==> config.mk <==
export PLATFORM = sky130hd
export DESIGN_NAME = fts_top
export DESIGN_NICKNAME = d
export VERILOG_FILES = /design/src/hdl/fts_pkg.sv /design/src/hdl/fts_top.sv
export VERILOG_INCLUDE_DIRS = /design/src /design/src/hdl
export SDC_FILE = /design/constraint.sdc
export NUM_CORES = 1
export LEC_CHECK = 0
export ABC_AREA = 1
export BUFFER_PORTS_ARGS = -buffer_cell sky130_fd_sc_hd__buf_4
export CAP_MARGIN = 20
export CORE_UTILIZATION = 50
export DETAILED_ROUTE_END_ITERATION = 10
export MAX_ROUTING_LAYER = met4
export PLACE_DENSITY_LB_ADDON = 0.3
export SETUP_SLACK_MARGIN = 0.3
export SLEW_MARGIN = 10
export SYNTH_ARGS = -nofsm -noshare
export SYNTH_HDL_FRONTEND = slang
export SYNTH_SLANG_ARGS = --single-unit
export TNS_END_PERCENT = 1
==> constraint.sdc <==
create_clock -name clk_in -period 4.23 [get_ports clk_in]
set_input_delay 0.6345 -clock clk_in [delete_from_list [all_inputs] [get_ports clk_in]]
set_output_delay 0.6345 -clock clk_in [all_outputs]
set_load 0.005 [all_outputs]
==> src/hdl/fts_cfg.svh <==
// register map, field positions, reset values and summary of the frame timer sync logic
// Summary of operation
// RULE1 - line sync input reaches outputs four clocks later
// RULE2 - pixel counter loads preset third clock after edge
// RULE3 - software sets line preset 4 for exact alignment
// RULE4 - limit match clears counter, sync out aligns
// RULE5 - software clears follow enable for precise alignment
// RULE6 - row preset offsets internal video by scanlines
// RULE7 - odd row preset inverts field parity when interlaced
// RULE8 - high impedance pin neither drives nor is recognised
// RULE9 - field lock needs one received horizontal pulse
// RULE10 - software makes pins inputs, then high impedance
// RULE11 - lock bit makes timer 1 slave of timer 0
// RULE12 - timer 1 reloads one clock after timer 0
// RULE13 - software sets timer 1 line preset to 1
// RULE14 - locked timer 1 follows timer 0 as source
// RULE15 - follow enable picks external edges or counters
// RULE16 - line or composite falling edge reloads pixel counter
// RULE17 - pixel counter clears when equal to limit
// RULE18 - inputs synchronised then falling edge detected
`ifndef FTS_CFG_SVH
`define FTS_CFG_SVH
`define FTS_REG_CTRL 3'h0
`define FTS_REG_LIMITS 3'h1
`define FTS_REG_PRESETS 3'h2
`define FTS_REG_WIDTHS 3'h3
`define FTS_REG_STATUS 3'h4
`define FTS_TIMER_SEL 5
`define FTS_HI_LSB 16
`define FTS_CTRL_LMODE 0
`define FTS_CTRL_FMODE 2
`define FTS_CTRL_CMODE 4
`define FTS_CTRL_FOLLOW 6
`define FTS_CTRL_ILACE 7
`define FTS_CTRL_LOCK 8
`define FTS_STAT_FIELD 31
`define FTS_CTRL_RST 32'h0000_0000
`define FTS_LIMITS_RST 32'h020c_0359
`define FTS_PRESETS_RST 32'h0000_0004
`define FTS_WIDTHS_RST 32'h0003_003f
`define FTS_SYNC_IDLE 3'h7
`endif

==> src/hdl/fts_pkg.sv <==
// shared types of the frame timer sync logic
package fts_pkg;
	typedef enum logic [1:0] {
		FTS_PIN_HIZ,
		FTS_PIN_IN,
		FTS_PIN_OUT,
		FTS_PIN_SPARE
	} fts_pin_mode_t;
endpackage

==> src/hdl/fts_top.sv <==
// two frame timers with external sync, skew presets, high impedance pins, frame lock and apb registers
`timescale 1ns/1ps
`include "fts_cfg.svh"

module fts_timer #(
	parameter int CW = 12
) (
	input wire logic clk_in,
	input wire logic rstn_in,
	input wire logic [1:0] line_mode_in,
	input wire logic [1:0] field_mode_in,
	input wire logic [1:0] comp_mode_in,
	input wire logic sync_follow_enable_in,
	input wire logic ilace_in,
	input wire logic use_ext_in,
	input wire logic ext_line_load_in,
	input wire logic ext_field_load_in,
	input wire logic [CW-1:0] line_length_limit_in,
	input wire logic [CW-1:0] row_limit_in,
	input wire logic [CW-1:0] line_counter_preset_in,
	input wire logic [CW-1:0] row_counter_preset_in,
	input wire logic [CW-1:0] line_width_in,
	input wire logic [CW-1:0] field_width_in,
	input wire logic line_sync_in,
	input wire logic field_sync_in,
	input wire logic composite_sync_pin_in,
	output logic line_sync_out,
	output logic line_sync_oe_n_out,
	output logic field_sync_out,
	output logic field_sync_oe_n_out,
	output logic composite_sync_pin_out,
	output logic composite_sync_pin_oe_n_out,
	output logic line_load_out,
	output logic field_load_out,
	output logic [CW-1:0] pixel_position_counter,
	output logic [CW-1:0] line_position_counter,
	output logic field_out
);
	function automatic logic is_mode(input logic [1:0] m, input fts_pkg::fts_pin_mode_t want);
		is_mode = (m == want);
	endfunction

	logic [2:0] sync_s1;
	logic [2:0] sync_s2;
	logic [2:0] sync_s3;
	logic [2:0] sync_held;
	logic [2:0] sync_fall;
	logic line_rec;
	logic field_rec;
	logic comp_rec;
	logic line_load;
	logic field_load;
	logic line_wrap;
	logic line_adv;
	logic field_wrap;
	logic line_start;
	logic field_start;
	logic [CW-1:0] line_pulse_cnt;
	logic [CW-1:0] field_pulse_cnt;
	logic line_act;
	logic field_act;
	logic line_seen;
	logic ext_field;

	// three-stage synchroniser, idle high since sync is active low
	always_ff @(posedge clk_in or negedge rstn_in) begin
		if (!rstn_in) begin
			sync_s1 <= `FTS_SYNC_IDLE;
			sync_s2 <= `FTS_SYNC_IDLE;
			sync_s3 <= `FTS_SYNC_IDLE;
		end else begin
			sync_s1 <= {composite_sync_pin_in, field_sync_in, line_sync_in}; // RULE18
			sync_s2 <= sync_s1;
			sync_s3 <= sync_s2;
		end
	end

	// a level only counts once stages two and three agree
	always_ff @(posedge clk_in or negedge rstn_in) begin
		if (!rstn_in) begin
			sync_held <= `FTS_SYNC_IDLE;
		end else begin
			sync_held <= ((sync_s2 ~^ sync_s3) & sync_s2) | ((sync_s2 ^ sync_s3) & sync_held); // RULE18
		end
	end

	assign sync_fall = sync_held & ~sync_s2 & ~sync_s3; // RULE18
	assign line_rec = is_mode(line_mode_in, fts_pkg::FTS_PIN_IN); // RULE8
	assign field_rec = is_mode(field_mode_in, fts_pkg::FTS_PIN_IN); // RULE8
	assign comp_rec = is_mode(comp_mode_in, fts_pkg::FTS_PIN_IN); // RULE8

	// locked timer ignores its own pins and follows the master's reloads
	assign line_load = use_ext_in ? ext_line_load_in
		: ((sync_fall[0] & line_rec) | (sync_fall[2] & comp_rec)); // RULE16 RULE14
	assign field_load = use_ext_in ? ext_field_load_in : (sync_fall[1] & field_rec); // RULE14
	assign line_load_out = line_load;
	assign field_load_out = field_load;

	assign line_wrap = (pixel_position_counter == line_length_limit_in); // RULE17
	assign line_adv = line_wrap | line_load;
	assign field_wrap = line_adv & (line_position_counter == row_limit_in);
	assign line_start = sync_follow_enable_in ? line_load : line_wrap; // RULE15
	assign field_start = sync_follow_enable_in ? field_load : field_wrap; // RULE15

	// load beats the limit clear so a preset of 4 lands cleanly
	always_ff @(posedge clk_in or negedge rstn_in) begin
		if (!rstn_in) begin
			pixel_position_counter <= '0;
		end else if (line_load) begin
			pixel_position_counter <= line_counter_preset_in; // RULE2 RULE1
		end else if (line_wrap) begin
			pixel_position_counter <= '0; // RULE17 RULE4
		end else begin
			pixel_position_counter <= pixel_position_counter + 1'b1;
		end
	end

	always_ff @(posedge clk_in or negedge rstn_in) begin
		if (!rstn_in) begin
			line_position_counter <= '0;
		end else if (field_load) begin
			line_position_counter <= row_counter_preset_in; // RULE6
		end else if (field_wrap) begin
			line_position_counter <= '0;
		end else if (line_adv) begin
			line_position_counter <= line_position_counter + 1'b1;
		end
	end

	always_ff @(posedge clk_in or negedge rstn_in) begin
		if (!rstn_in) begin
			line_pulse_cnt <= '0;
		end else if (line_start) begin
			line_pulse_cnt <= line_width_in; // RULE4
		end else if (line_act) begin
			line_pulse_cnt <= line_pulse_cnt - 1'b1;
		end
	end

	always_ff @(posedge clk_in or negedge rstn_in) begin
		if (!rstn_in) begin
			field_pulse_cnt <= '0;
		end else if (field_start) begin
			field_pulse_cnt <= field_width_in;
		end else if (field_act && line_adv) begin
			field_pulse_cnt <= field_pulse_cnt - 1'b1;
		end
	end

	assign line_act = |line_pulse_cnt;
	assign field_act = |field_pulse_cnt;

	// parity from a vertical edge is trusted only after a horizontal pulse
	always_ff @(posedge clk_in or negedge rstn_in) begin
		if (!rstn_in) begin
			line_seen <= 1'b0;
		end else if (line_load) begin
			line_seen <= 1'b1; // RULE9
		end
	end

	always_ff @(posedge clk_in or negedge rstn_in) begin
		if (!rstn_in) begin
			ext_field <= 1'b0;
		end else if (field_load ? line_seen : (field_wrap & ilace_in)) begin
			ext_field <= ~ext_field; // RULE9
		end
	end

	assign field_out = ext_field ^ (ilace_in & row_counter_preset_in[0]); // RULE7

	// high impedance and input modes release the pin
	assign line_sync_out = ~line_act;
	assign field_sync_out = ~field_act;
	assign composite_sync_pin_out = ~(line_act | field_act);
	assign line_sync_oe_n_out = ~is_mode(line_mode_in, fts_pkg::FTS_PIN_OUT); // RULE8
	assign field_sync_oe_n_out = ~is_mode(field_mode_in, fts_pkg::FTS_PIN_OUT); // RULE8
	assign composite_sync_pin_oe_n_out = ~is_mode(comp_mode_in, fts_pkg::FTS_PIN_OUT); // RULE8

	property p_pin_latency;
		@(posedge clk_in) disable iff (!rstn_in)
		(line_sync_in && line_rec && !comp_rec && !use_ext_in)[*3]
		##1 (!line_sync_in && line_rec && !comp_rec && !use_ext_in)[*3]
		|-> ##2 pixel_position_counter == $past(line_counter_preset_in);
	endproperty
	a_pin_latency: assert property (p_pin_latency) else $error("pixel counter not loaded three clocks after edge"); // RULE2

	property p_limit_clear;
		@(posedge clk_in) disable iff (!rstn_in)
		(line_wrap && !line_load) |=> (pixel_position_counter == '0);
	endproperty
	a_limit_clear: assert property (p_limit_clear) else $error("pixel counter missed clear at limit"); // RULE17

	property p_hiz_ignored;
		@(posedge clk_in) disable iff (!rstn_in)
		(!line_rec && !comp_rec && !use_ext_in) |-> !line_load;
	endproperty
	a_hiz_ignored: assert property (p_hiz_ignored) else $error("edge recognised on non-input pin"); // RULE8

	property p_no_drive;
		@(posedge clk_in) disable iff (!rstn_in)
		!is_mode(line_mode_in, fts_pkg::FTS_PIN_OUT) |-> line_sync_oe_n_out;
	endproperty
	a_no_drive: assert property (p_no_drive) else $error("line sync pin driven while not an output"); // RULE8

	property p_start_source;
		@(posedge clk_in) disable iff (!rstn_in)
		$rose(line_act) |-> $past(line_start) && ($past(sync_follow_enable_in) ? $past(line_load) : $past(line_wrap));
	endproperty
	a_start_source: assert property (p_start_source) else $error("line sync started by wrong source"); // RULE15

	property p_aligned_out;
		@(posedge clk_in) disable iff (!rstn_in)
		(!sync_follow_enable_in && line_wrap && line_width_in != '0) |=> !line_sync_out
			&& (pixel_position_counter == ($past(line_load) ? $past(line_counter_preset_in) : '0));
	endproperty
	a_aligned_out: assert property (p_aligned_out) else $error("sync output not low with counter clear"); // RULE4

	property p_row_preset;
		@(posedge clk_in) disable iff (!rstn_in)
		field_load |=> line_position_counter == $past(row_counter_preset_in);
	endproperty
	a_row_preset: assert property (p_row_preset) else $error("line counter not loaded from row preset"); // RULE6

	property p_field_needs_line;
		@(posedge clk_in) disable iff (!rstn_in)
		(field_load && !line_seen) |=> $stable(ext_field);
	endproperty
	a_field_needs_line: assert property (p_field_needs_line) else $error("field parity taken without line pulse"); // RULE9

	property p_parity;
		@(posedge clk_in) disable iff (!rstn_in)
		(ilace_in && $changed(row_counter_preset_in[0]) && !$past(field_load) && !$past(field_wrap)) |-> $changed(field_out);
	endproperty
	a_parity: assert property (p_parity) else $error("odd row preset did not flip parity"); // RULE7

	c_pin_load: cover property (@(posedge clk_in) disable iff (!rstn_in) line_load && !use_ext_in);
	c_follow_start: cover property (@(posedge clk_in) disable iff (!rstn_in) sync_follow_enable_in && line_start);
	c_field_load: cover property (@(posedge clk_in) disable iff (!rstn_in) field_load && line_seen);
endmodule // fts_timer

module fts_top #(
	parameter int CW = 12
) (
	input wire logic clk_in,
	input wire logic rstn_in,
	input wire logic psel_in,
	input wire logic penable_in,
	input wire logic pwrite_in,
	input wire logic [7:0] paddr_in,
	input wire logic [31:0] pwdata_in,
	output logic [31:0] prdata_out,
	output logic pready_out,
	output logic pslverr_out,
	input wire logic [1:0] line_sync_in,
	input wire logic [1:0] field_sync_in,
	input wire logic [1:0] composite_sync_pin_in,
	output logic [1:0] line_sync_out,
	output logic [1:0] line_sync_oe_n_out,
	output logic [1:0] field_sync_out,
	output logic [1:0] field_sync_oe_n_out,
	output logic [1:0] composite_sync_pin_out,
	output logic [1:0] composite_sync_pin_oe_n_out
);
	logic [31:0] control_word [2];
	logic [31:0] limits [2];
	logic [31:0] presets [2];
	logic [31:0] widths [2];
	logic [CW-1:0] pix [2];
	logic [CW-1:0] row [2];
	logic [1:0] field;
	logic [1:0] line_load;
	logic [1:0] field_load;
	logic lock_line_load;
	logic lock_field_load;
	logic timer_lock_enable;
	logic sel_t;
	logic [2:0] sel_r;
	logic addr_ok;
	logic wr_ok;
	logic [31:0] rd_word;

	function automatic logic decode_ok(input logic [7:0] a, input logic wr);
		decode_ok = (a[7:6] == 2'h0) && (a[1:0] == 2'h0) && (a[4:2] <= `FTS_REG_STATUS)
			&& !(wr && a[4:2] == `FTS_REG_STATUS);
	endfunction

	assign sel_t = paddr_in[`FTS_TIMER_SEL];
	assign sel_r = paddr_in[4:2];
	assign addr_ok = decode_ok(paddr_in, pwrite_in);
	assign wr_ok = psel_in && penable_in && pwrite_in && addr_ok;
	assign pready_out = 1'b1;
	assign timer_lock_enable = control_word[1][`FTS_CTRL_LOCK];

	// lock bit only exists in timer 1's control word
	always_ff @(posedge clk_in or negedge rstn_in) begin
		if (!rstn_in) begin
			control_word[0] <= `FTS_CTRL_RST;
			control_word[1] <= `FTS_CTRL_RST;
			limits[0] <= `FTS_LIMITS_RST;
			limits[1] <= `FTS_LIMITS_RST;
			presets[0] <= `FTS_PRESETS_RST;
			presets[1] <= `FTS_PRESETS_RST;
			widths[0] <= `FTS_WIDTHS_RST;
			widths[1] <= `FTS_WIDTHS_RST;
		end else if (wr_ok) begin
			case (sel_r)
				`FTS_REG_CTRL: begin
					control_word[sel_t] <= pwdata_in & (sel_t ? 32'h0000_01ff : 32'h0000_00ff); // RULE11
				end
				`FTS_REG_LIMITS: begin
					limits[sel_t] <= pwdata_in;
				end
				`FTS_REG_PRESETS: begin
					presets[sel_t] <= pwdata_in;
				end
				`FTS_REG_WIDTHS: begin
					widths[sel_t] <= pwdata_in;
				end
				default: begin
				end
			endcase
		end
	end

	always_comb begin
		rd_word = 32'h0;
		case (sel_r)
			`FTS_REG_CTRL: rd_word = control_word[sel_t];
			`FTS_REG_LIMITS: rd_word = limits[sel_t];
			`FTS_REG_PRESETS: rd_word = presets[sel_t];
			`FTS_REG_WIDTHS: rd_word = widths[sel_t];
			`FTS_REG_STATUS: begin
				rd_word[CW-1:0] = pix[sel_t];
				rd_word[`FTS_HI_LSB +: CW] = row[sel_t];
				rd_word[`FTS_STAT_FIELD] = field[sel_t];
			end
			default: rd_word = 32'h0;
		endcase
	end

	// read data captured in setup so the access phase needs no wait
	always_ff @(posedge clk_in or negedge rstn_in) begin
		if (!rstn_in) begin
			prdata_out <= 32'h0;
			pslverr_out <= 1'b0;
		end else if (psel_in && !penable_in) begin
			prdata_out <= (addr_ok && !pwrite_in) ? rd_word : 32'h0;
			pslverr_out <= !addr_ok;
		end
	end

	// master reloads reach the slave one clock later
	always_ff @(posedge clk_in or negedge rstn_in) begin
		if (!rstn_in) begin
			lock_line_load <= 1'b0;
			lock_field_load <= 1'b0;
		end else begin
			lock_line_load <= line_load[0]; // RULE12
			lock_field_load <= field_load[0]; // RULE12
		end
	end

	// both timers share clk_in, so lock needs no clock switch
	for (genvar i = 0; i < 2; i++) begin : g_tmr
		fts_timer #(.CW(CW)) u_tmr (
			.clk_in(clk_in),
			.rstn_in(rstn_in),
			.line_mode_in(control_word[i][`FTS_CTRL_LMODE +: 2]),
			.field_mode_in(control_word[i][`FTS_CTRL_FMODE +: 2]),
			.comp_mode_in(control_word[i][`FTS_CTRL_CMODE +: 2]),
			.sync_follow_enable_in(control_word[i][`FTS_CTRL_FOLLOW]),
			.ilace_in(control_word[i][`FTS_CTRL_ILACE]),
			.use_ext_in((i == 1) && timer_lock_enable), // RULE11 RULE14
			.ext_line_load_in(lock_line_load),
			.ext_field_load_in(lock_field_load),
			.line_length_limit_in(limits[i][CW-1:0]),
			.row_limit_in(limits[i][`FTS_HI_LSB +: CW]),
			.line_counter_preset_in(presets[i][CW-1:0]),
			.row_counter_preset_in(presets[i][`FTS_HI_LSB +: CW]),
			.line_width_in(widths[i][CW-1:0]),
			.field_width_in(widths[i][`FTS_HI_LSB +: CW]),
			.line_sync_in(line_sync_in[i]),
			.field_sync_in(field_sync_in[i]),
			.composite_sync_pin_in(composite_sync_pin_in[i]),
			.line_sync_out(line_sync_out[i]),
			.line_sync_oe_n_out(line_sync_oe_n_out[i]),
			.field_sync_out(field_sync_out[i]),
			.field_sync_oe_n_out(field_sync_oe_n_out[i]),
			.composite_sync_pin_out(composite_sync_pin_out[i]),
			.composite_sync_pin_oe_n_out(composite_sync_pin_oe_n_out[i]),
			.line_load_out(line_load[i]),
			.field_load_out(field_load[i]),
			.pixel_position_counter(pix[i]),
			.line_position_counter(row[i]),
			.field_out(field[i])
		);
	end

	property p_lock_follow;
		@(posedge clk_in) disable iff (!rstn_in)
		(timer_lock_enable && line_load[0]) ##1 timer_lock_enable |-> line_load[1] && !$past(line_load[1]);
	endproperty
	a_lock_follow: assert property (p_lock_follow) else $error("slave timer did not reload one clock after master"); // RULE12

	property p_lock_pins;
		@(posedge clk_in) disable iff (!rstn_in)
		(timer_lock_enable && !lock_line_load) |-> !line_load[1];
	endproperty
	a_lock_pins: assert property (p_lock_pins) else $error("locked slave followed its own pin"); // RULE14

	c_lock: cover property (@(posedge clk_in) disable iff (!rstn_in) timer_lock_enable && line_load[1]);
endmodule // fts_top

==> flow_summary.json, run 1 <==
{
  "summed_area_of_non_filler_cells_in_the_final_layout_mm2": 0.0217,
  "busiest_grt_layer": "met2",
  "timing.final.crit_share_pct": 68.5,
  "grtUsageMet2_pct": 44.2,
  "static-leakage-power_nw": 9.95,
  "final_layout_size_suffix_gt1_share_pct": 13.7,
  "wl_um": 56700,
  "std_cell_rows": 72,
  "status": "completed",
  "antenna_found_initial": 0,
  "chipWidth_um": 200,
  "ir_worst_vdd_uv": 287,
  "grt.met1_usage_pct": 40.9,
  "io_buffers": 95,
  "cts_resized": 0,
  "drt-wirelength-per-cell_um": 18.7,
  "synthFlopType": "sky130_fd_sc_hd__dfrtp_1",
  "globalplace.congestion": 0.945,
  "relSlewSlack_pct": 31.6,
  "grtUsageTotal_pct": 29.6,
  "least_margin_pin_slew_ps": 1020,
  "post_syn_nets": 2518,
  "yosys_warnings": 0,
  "share_clk_of_total_power_pct": 33.9,
  "die_area_mm2": 0.0401,
  "place_hpwl_um": 37700,
  "setup.worst_path.start_class": "register",
  "route.detailed.vias_per_inst": 5.57,
  "async_reset_ff_share_pct": 100,
  "drt_iter0_markers": 1744,
  "switching_share_pct": 34.3,
  "grt_pass1_vias": 16200,
  "cts_max_path_buffers": 3,
  "drc_viols": 0,
  "power_density_mw_per_mm2": 474,
  "power.internal_mw": 6.74,
  "critPathMostFrequentCell": "sky130_fd_sc_hd__nand2_1",
  "clk_pin_slew_worst_paths_ps": 60,
  "data_arrival_time_of_the_worst_path_ps": 3320,
  "clock_period_minus_worst_slack_ps": 2900,
  "h-tree-depth": 2,
  "clock.fmax_ghz": 0.345,
  "syn_inst": 2449,
  "cts-buffers-inserted": 40,
  "ys_seq_elements": 369,
  "power.sequential.fraction_pct": 40.2,
  "finalSetupViolations": 0,
  "clock-root-buffer": "sky130_fd_sc_hd__clkbuf_16",
  "combinationalPowerShare_pct": 25.9,
  "unrepaired_setup_endpoints_after_global_routing": "no",
  "finalClockSkew_ps": 26.0,
  "die_h_um": 200,
  "critical_path_cell_sequence": "nor3b_1, nand3_1, and2_1, buf_4, nand2_2, nand3_2, nand2_1, nand2_1, nand2_1, nand2_1",
  "cpPeakStageDelay_ps": 520,
  "met3_demand_to_capacity_share_in_global_routing_pct": 4.00,
  "final_common_cell": "sky130_fd_sc_hd__nand2_1",
  "n_antenna_cell": 0,
  "min-delay-path-class": "in2async",
  "synthToLayoutAreaGrowth_pct": 10.3,
  "insertion_delay_ps": 560,
  "critical_path.endpoint_type": "register",
  "timing.critical_path.required_ps": 4650,
  "clock_tree_from_tritoncts": "yes",
  "post_cts_hold_buffer_count": 0,
  "critical_path_slowest_stage_cell": "sky130_fd_sc_hd__dfstp_2",
  "synth.cell_area_mm2": 0.0196,
  "timing_hold_violations_final": 0,
  "clock_sink_count": 369,
  "num-nets-final": 2550,
  "synth_enable_flop_cells": 0,
  "core-area_mm2": 0.0386,
  "route.vias.total": 16900,
  "criticalPathCategory": "reg2reg",
  "cap_viol_max_count": 0,
  "timing_max_transition_violations_final": 0,
  "wire_length_of_the_first_global_routing_pass_um": 90800,
  "starting_density_of_the_core_pct": 50.8,
  "synth_seq_area_share_pct": 47.4,
  "postSynthAreaPerCell_um2": 8.02,
  "maximum_number_of_pins_on_one_net_before_global_route_repair": 109,
  "placed_area_mm2": 0.0204,
  "p_sw_mw": 3.53,
  "cell_variety_after_synth": 52,
  "grt_overflow_total": 0,
  "postRouteAntennaNets": 0,
  "detailedRoute.firstPassIterationCount": 6,
  "io-pin-count": 97,
  "most_frequent_cells_in_the_layout": "sky130_fd_sc_hd__nand2_1, sky130_fd_sc_hd__dfrtp_1, sky130_fd_sc_hd__inv_1",
  "path_max_fanout": 24,
  "timing.setup.tns_ps": 0,
  "post_cts_buffers": 0
}
==> flip-flops by register name, summed over array words and instances (netlist names), 6 cells and up <==
signal and flops:
limits 64, presets 64, widths 64, prdata_out 32, g_tmr.u_tmr.field_pulse_cnt 24, g_tmr.u_tmr.line_position_counter 24
g_tmr.u_tmr.line_pulse_cnt 24, g_tmr.u_tmr.pixel_position_counter 24, control_word 18, g_tmr.u_tmr.sync_held 6, g_tmr.u_tmr.sync_s1 6, g_tmr.u_tmr.sync_s2 6
g_tmr.u_tmr.sync_s3 6
==> cell usage after synthesis, drive strengths merged, types with 35 or more instances <==
library cell	n	area [um2]
a21oi	65	325
buf	95	751
clkbuf	35	133
dfrtp	309	7730
dfstp	60	1580
inv	233	875
nand2	809	3100
nand3	134	698
nand4	39	259
nor2	119	502
o21ai	323	1860
o22ai	37	231
xnor2	45	394
xor2	47	412
==> logic make-up after synthesis <==
| kind of cell | count (synthesis) | synth area share (%) |
|---|---|---|
| AND/OR/NAND/NOR | 1143 | 24.6 |
| AO/OA/AOI/OAI | 461 | 13.7 |
| flip-flops | 369 | 47.4 |
| buffers and inverters | 365 | 8.99 |
| XOR/XNOR | 92 | 4.11 |
| adder cells (fa/ha/maj) | 18 | 1.15 |
| other | 1 | 0.0191 |
==> worst paths after layout <==
kind                            slack (ps)                        start  cells after the start                                end
min in group clk_in                    190             field_sync_in[0]                      1          g_tmr[0].u_tmr.sync_s1[1]
worst min-delay path                    80                      rstn_in                      1  g_tmr[1].u_tmr.field_pulse_cnt[6]
worst max-delay path                  1330  g_tmr[0].u_tmr.sync_held[2]                     10  g_tmr[0].u_tmr.field_pulse_cnt[8]
worst min register to register         350    g_tmr[1].u_tmr.sync_s1[1]                      0          g_tmr[1].u_tmr.sync_s2[1]
max in group asynchronous             3070                      rstn_in                      2                         limits[17]
worst max register to register        1330  g_tmr[0].u_tmr.sync_held[2]                     10  g_tmr[0].u_tmr.field_pulse_cnt[8]
==> worst max-delay path: cells and delay by family, from the launching register on <==
family | cells | cell delay (ps)
buffers and inverters | 1 | 190
and+or+nand+nor | 9 | 2040
DFF | 1 | 520
==> per-stage QoR <==
step | std cells | setup WS [ps] | power (mW) | hold WS, ps | utilization (%)
after CTS | 3030 | 1370 | 10.3 | 107 | 56.0
after detailed placement | 2957 | 1410 | 6.81 | 347 | 52.7
after global placement | 2957 | 1430 | 6.75 | 346 | 52.7
final | 3030 | 1330 | 10.3 | 84.3 | 56.0
after floorplan | 2449 | 2190 | 6.09 | 339 | -
after global routing | 3030 | 1160 | 10.8 | 135 | 56.0
==> layer usage <==
layer | up-vias | share of wire, %
met2 | 660 | 44
li1 | 7987 | -
met4 | 0 | 3.8
met3 | 144 | 7.4
met5 | - | 0
met1 | 8093 | 45
==> cell type report <==
type	count	area, um2
clock buffer	64	1210
clock inverter	9	82.6
fill	3582	17000
inverter	235	882
multi-input combinational	1715	8560
sequential	369	9310
tap	518	648
timing repair buffer	120	958
==> power groups by stage <==
stage               Clock (mW)  Sequential [mW]  Combinational (mW)
floorplan                    0             4.10                1.99
global placement             0             4.17                2.57
detailed placement           0             4.18                2.63
CTS                       3.53             4.13                2.65
global route              3.67             4.17                3.01
finish                    3.48             4.13                2.66
No activity file was read; power rests on OpenSTA's default activity.
==> run 2: changes to the inputs <==
--- a/config.mk
+++ b/config.mk
@@ -6,7 +6,7 @@
 export SDC_FILE = /design/constraint.sdc
 export NUM_CORES = 1
 export LEC_CHECK = 0
-export ABC_AREA = 1
+export ABC_AREA = 0
 export BUFFER_PORTS_ARGS = -buffer_cell sky130_fd_sc_hd__buf_4
 export CAP_MARGIN = 20
 export CORE_UTILIZATION = 50
==> constraint.sdc (replaced) <==
create_clock -name clk_in -period 2.87 [get_ports clk_in]
set_input_delay 0.4305 -clock clk_in [delete_from_list [all_inputs] [get_ports clk_in]]
set_output_delay 0.4305 -clock clk_in [all_outputs]
set_load 0.005 [all_outputs]
==> run 2 against run 1 <==
  * First-iteration DRC count down 38%
  * Utilization is 2.8 points higher
  * Largest cell class unchanged
  * Final cell count is 27% lower
  * Final area decreased by 0.84%
  * Synthesized cell count shrank 34%
  * Largest power group unchanged
  * Clock power up 51%
  * Critical endpoint is now composite_sync_pin_out[1]
  * Highest routed layer unchanged
  * Hold slack got worse by 70 ps
==> flow_summary.json, run 2 <==
{
  "status": "completed",
  "ir_worst_vdd_uv": 481,
  "synth_compound_area_share_pct": 10.9,
  "route.detailed.vias_per_inst": 6.09,
  "clock_period_minus_worst_slack_ps": 2790,
  "clock.fmax_ghz": 0.359,
  "synth_enable_flop_cells": 0,
  "finalSetupViolations": 0,
  "post_syn_nets": 1683,
  "core-area_mm2": 0.0365,
  "syn_inst": 1614,
  "drc_viols": 0,
  "antenna_found_initial": 0,
  "synth.mux.area_fraction_pct": 19.4,
  "criticalPathCategory": "reg2out",
  "path_buf_inv": 1,
  "h-tree-depth": 2,
  "synth_xor_area_share_pct": 5.38,
  "cpPeakStageDelay_ps": 580,
  "final_common_cell": "sky130_fd_sc_hd__dfrtp_1",
  "final_core_util_pct": 58.8,
  "clock-root-buffer": "sky130_fd_sc_hd__clkbuf_16",
  "synth.cell_area_mm2": 0.0185,
  "std_cell_rows": 70,
  "clk_pin_slew_worst_paths_ps": 60,
  "cts-buffers-inserted": 40,
  "unrepaired_setup_endpoints_after_global_routing": "yes",
  "grt_pass1_vias": 13600,
  "clock_sink_count": 369,
  "cell_variety_after_synth": 69,
  "data_arrival_time_of_the_worst_path_ps": 2360,
  "instances_no_fill": 2212,
  "synthFlopType": "sky130_fd_sc_hd__dfrtp_1",
  "synth.top_cells.by_area": "sky130_fd_sc_hd__dfrtp_1, sky130_fd_sc_hd__mux2_2, sky130_fd_sc_hd__dfstp_2, sky130_fd_sc_hd__mux2i_1, sky130_fd_sc_hd__xnor2_1",
  "synth_top_family_by_area": "multiplexers",
  "drt_iter0_markers": 1086,
  "maximum_number_of_pins_on_one_net_before_global_route_repair": 96,
  "wl_um": 51100,
  "nFillCells": 2971,
  "postSynthAreaPerCell_um2": 11.5,
  "insertion_delay_ps": 530,
  "yosys_warnings": 0,
  "post_synth_fa_ha_maj_area_fraction_pct": 1.21,
  "synth_top_cell_by_area": "sky130_fd_sc_hd__dfrtp_1",
  "min-delay-path-class": "in2reg",
  "grtUsageTotal_pct": 28.2,
  "grt_overflow_total": 0,
  "power_density_mw_per_mm2": 703,
  "cap_viol_max_count": 0,
  "io-pin-count": 97,
  "critical_path.endpoint_type": "output port",
  "synth_seq_area_share_pct": 50.2,
  "ys_seq_elements": 369,
  "globalplace.congestion": 0.946,
  "biggestRegsByFlops": "limits (64), presets (64), widths (64)",
  "final_layout_size_suffix_gt1_share_pct": 33.6,
  "finalClockSkew_ps": 10.3,
  "cts_max_path_buffers": 3,
  "die_area_mm2": 0.0379,
  "drt-wirelength-per-cell_um": 23.1,
  "critical_path_cell_sequence": "or4_4, nor4b_4, nand3_2, and2b_2, buf_4",
  "critical_path_slowest_stage_cell": "sky130_fd_sc_hd__or4_4",
  "chipWidth_um": 195,
  "timing.final.crit_share_pct": 97.1,
  "place_hpwl_um": 35500,
  "synth-simple-area-share_pct": 9.70,
  "num-nets-final": 1785,
  "path_max_fanout": 5,
  "wire_length_of_the_first_global_routing_pass_um": 80300,
  "least_margin_pin_slew_ps": 740,
  "path_delay_family": "simple AND/OR/NAND/NOR gates",
  "io_buffers": 95,
  "timing_max_transition_violations_final": 0,
  "static-leakage-power_nw": 10.0,
  "detailedRoute.firstPassIterationCount": 5,
  "n_antenna_cell": 0,
  "route.vias.total": 13500,
  "synthToLayoutAreaGrowth_pct": 15.8,
  "synth.top_cell.area_share_pct": 41.7,
  "clock_tree_from_tritoncts": "yes",
  "async_reset_ff_share_pct": 100,
  "most_frequent_cells_in_the_layout": "sky130_fd_sc_hd__dfrtp_1, sky130_fd_sc_hd__mux2_2, sky130_fd_sc_hd__buf_4",
  "synthTopCellsByCount": "sky130_fd_sc_hd__dfrtp_1, sky130_fd_sc_hd__mux2_2, sky130_fd_sc_hd__nand2_1",
  "timing.critical_path.required_ps": 2440,
  "relSlewSlack_pct": 50.5,
  "starting_density_of_the_core_pct": 50.8,
  "timing_hold_violations_final": 0,
  "die_h_um": 195,
  "setup.worst_path.start_class": "register",
  "synth_most_common_cell": "sky130_fd_sc_hd__dfrtp_1",
  "postRouteAntennaNets": 0,
  "dp.cells": 2135
}
-- run 2: cell types whose count changed in the layout (fill, tap and decap cells not counted), sizes merged, moves of 20 or more --
cell / previous run / this run
a211oi: 3 / 23
a21oi: 65 / 32
a22oi: 6 / 37
and3: 2 / 22
buf: 120 / 162
inv: 235 / 22
mux2: 0 / 255
mux2i: 0 / 72
nand2: 809 / 126
nand3: 134 / 21
nand4: 39 / 5
nor2: 119 / 65
o21ai: 323 / 85
-- run 2: layout make-up --
class,instances,area (um2),area share (%)
flip-flops and latches,369,9310,43.4
multi-input cells,1115,8770,40.9
repair buffers,168,1390,6.48
clock buffers,53,1140,5.31
well taps,468,586,2.73
clock inverters,17,190,0.886
inverters,22,82.6,0.385
-- run 2: per-layer routing --
layer | track usage, % | wire (um)
met2 | 42.4 | 23000
met4 | 6.94 | 1330
met5 | - | 0
met3 | 4.11 | 3350
met1 | 40.4 | 23300
-- run 2: final timing paths --
| kind | start | end | slack, ps | cells after the start |
|---|---|---|---|---|
| min in group asynchronous | rstn_in | prdata_out[24] | 400 | 2 |
| max reg2reg | g_tmr[1].u_tmr.sync_s3[0] | g_tmr[1].u_tmr.line_position_counter[9] | 410 | 7 |
| max in group asynchronous | rstn_in | g_tmr[1].u_tmr.sync_s2[1] | 1580 | 3 |
| max | g_tmr[1].u_tmr.field_pulse_cnt[5] | composite_sync_pin_out[1] | 80 | 5 |
| min reg2reg | g_tmr[0].u_tmr.sync_s1[2] | g_tmr[0].u_tmr.sync_s2[2] | 350 | 0 |
| min | composite_sync_pin_in[0] | g_tmr[0].u_tmr.sync_s1[2] | 10 | 1 |
-- run 2: through the flow --
step | setup slack (ps) | instance area (um2) | hold WS [ps] | setup TNS [ps] | total power [mW]
global route | -8.78 | 21500 | 6.36 | -8.78 | 15.7
floorplan | 410 | 18500 | 135 | 0 | 8.55
global placement | 274 | 20000 | 345 | 0 | 9.59
CTS | 31.3 | 21400 | 0.618 | 0 | 15.0
detailed placement | 215 | 20000 | 347 | 0 | 9.73
finish | 82.2 | 21500 | 14.2 | 0 | 15.1
-- run 2: logic make-up after synthesis --
logic type	Yosys count
DFF	369
and+or+nand+nor	352
muxes	327
AOI/OAI and AO/OA	303
buffers and inverters	130
xor gates and xnor gates	114
adders and majority gates	18
other	1
-- run 2: power by group --
group          switching [mW]  total, mW  internal [mW]
clock                    2.09       5.24           3.15
combinational            2.17       3.82           1.66
sequential              0.419       6.05           5.63
total                    4.67       15.1           10.4
-- run 2: what timing repair did --
action	4_1_cts	5_1_grt
hold buffers	6	0
endpoints found under the setup margin	6	33
hold endpoints to repair	42	0
gates resized for setup	6	17
pin swaps	1	5
setup buffers	1	0
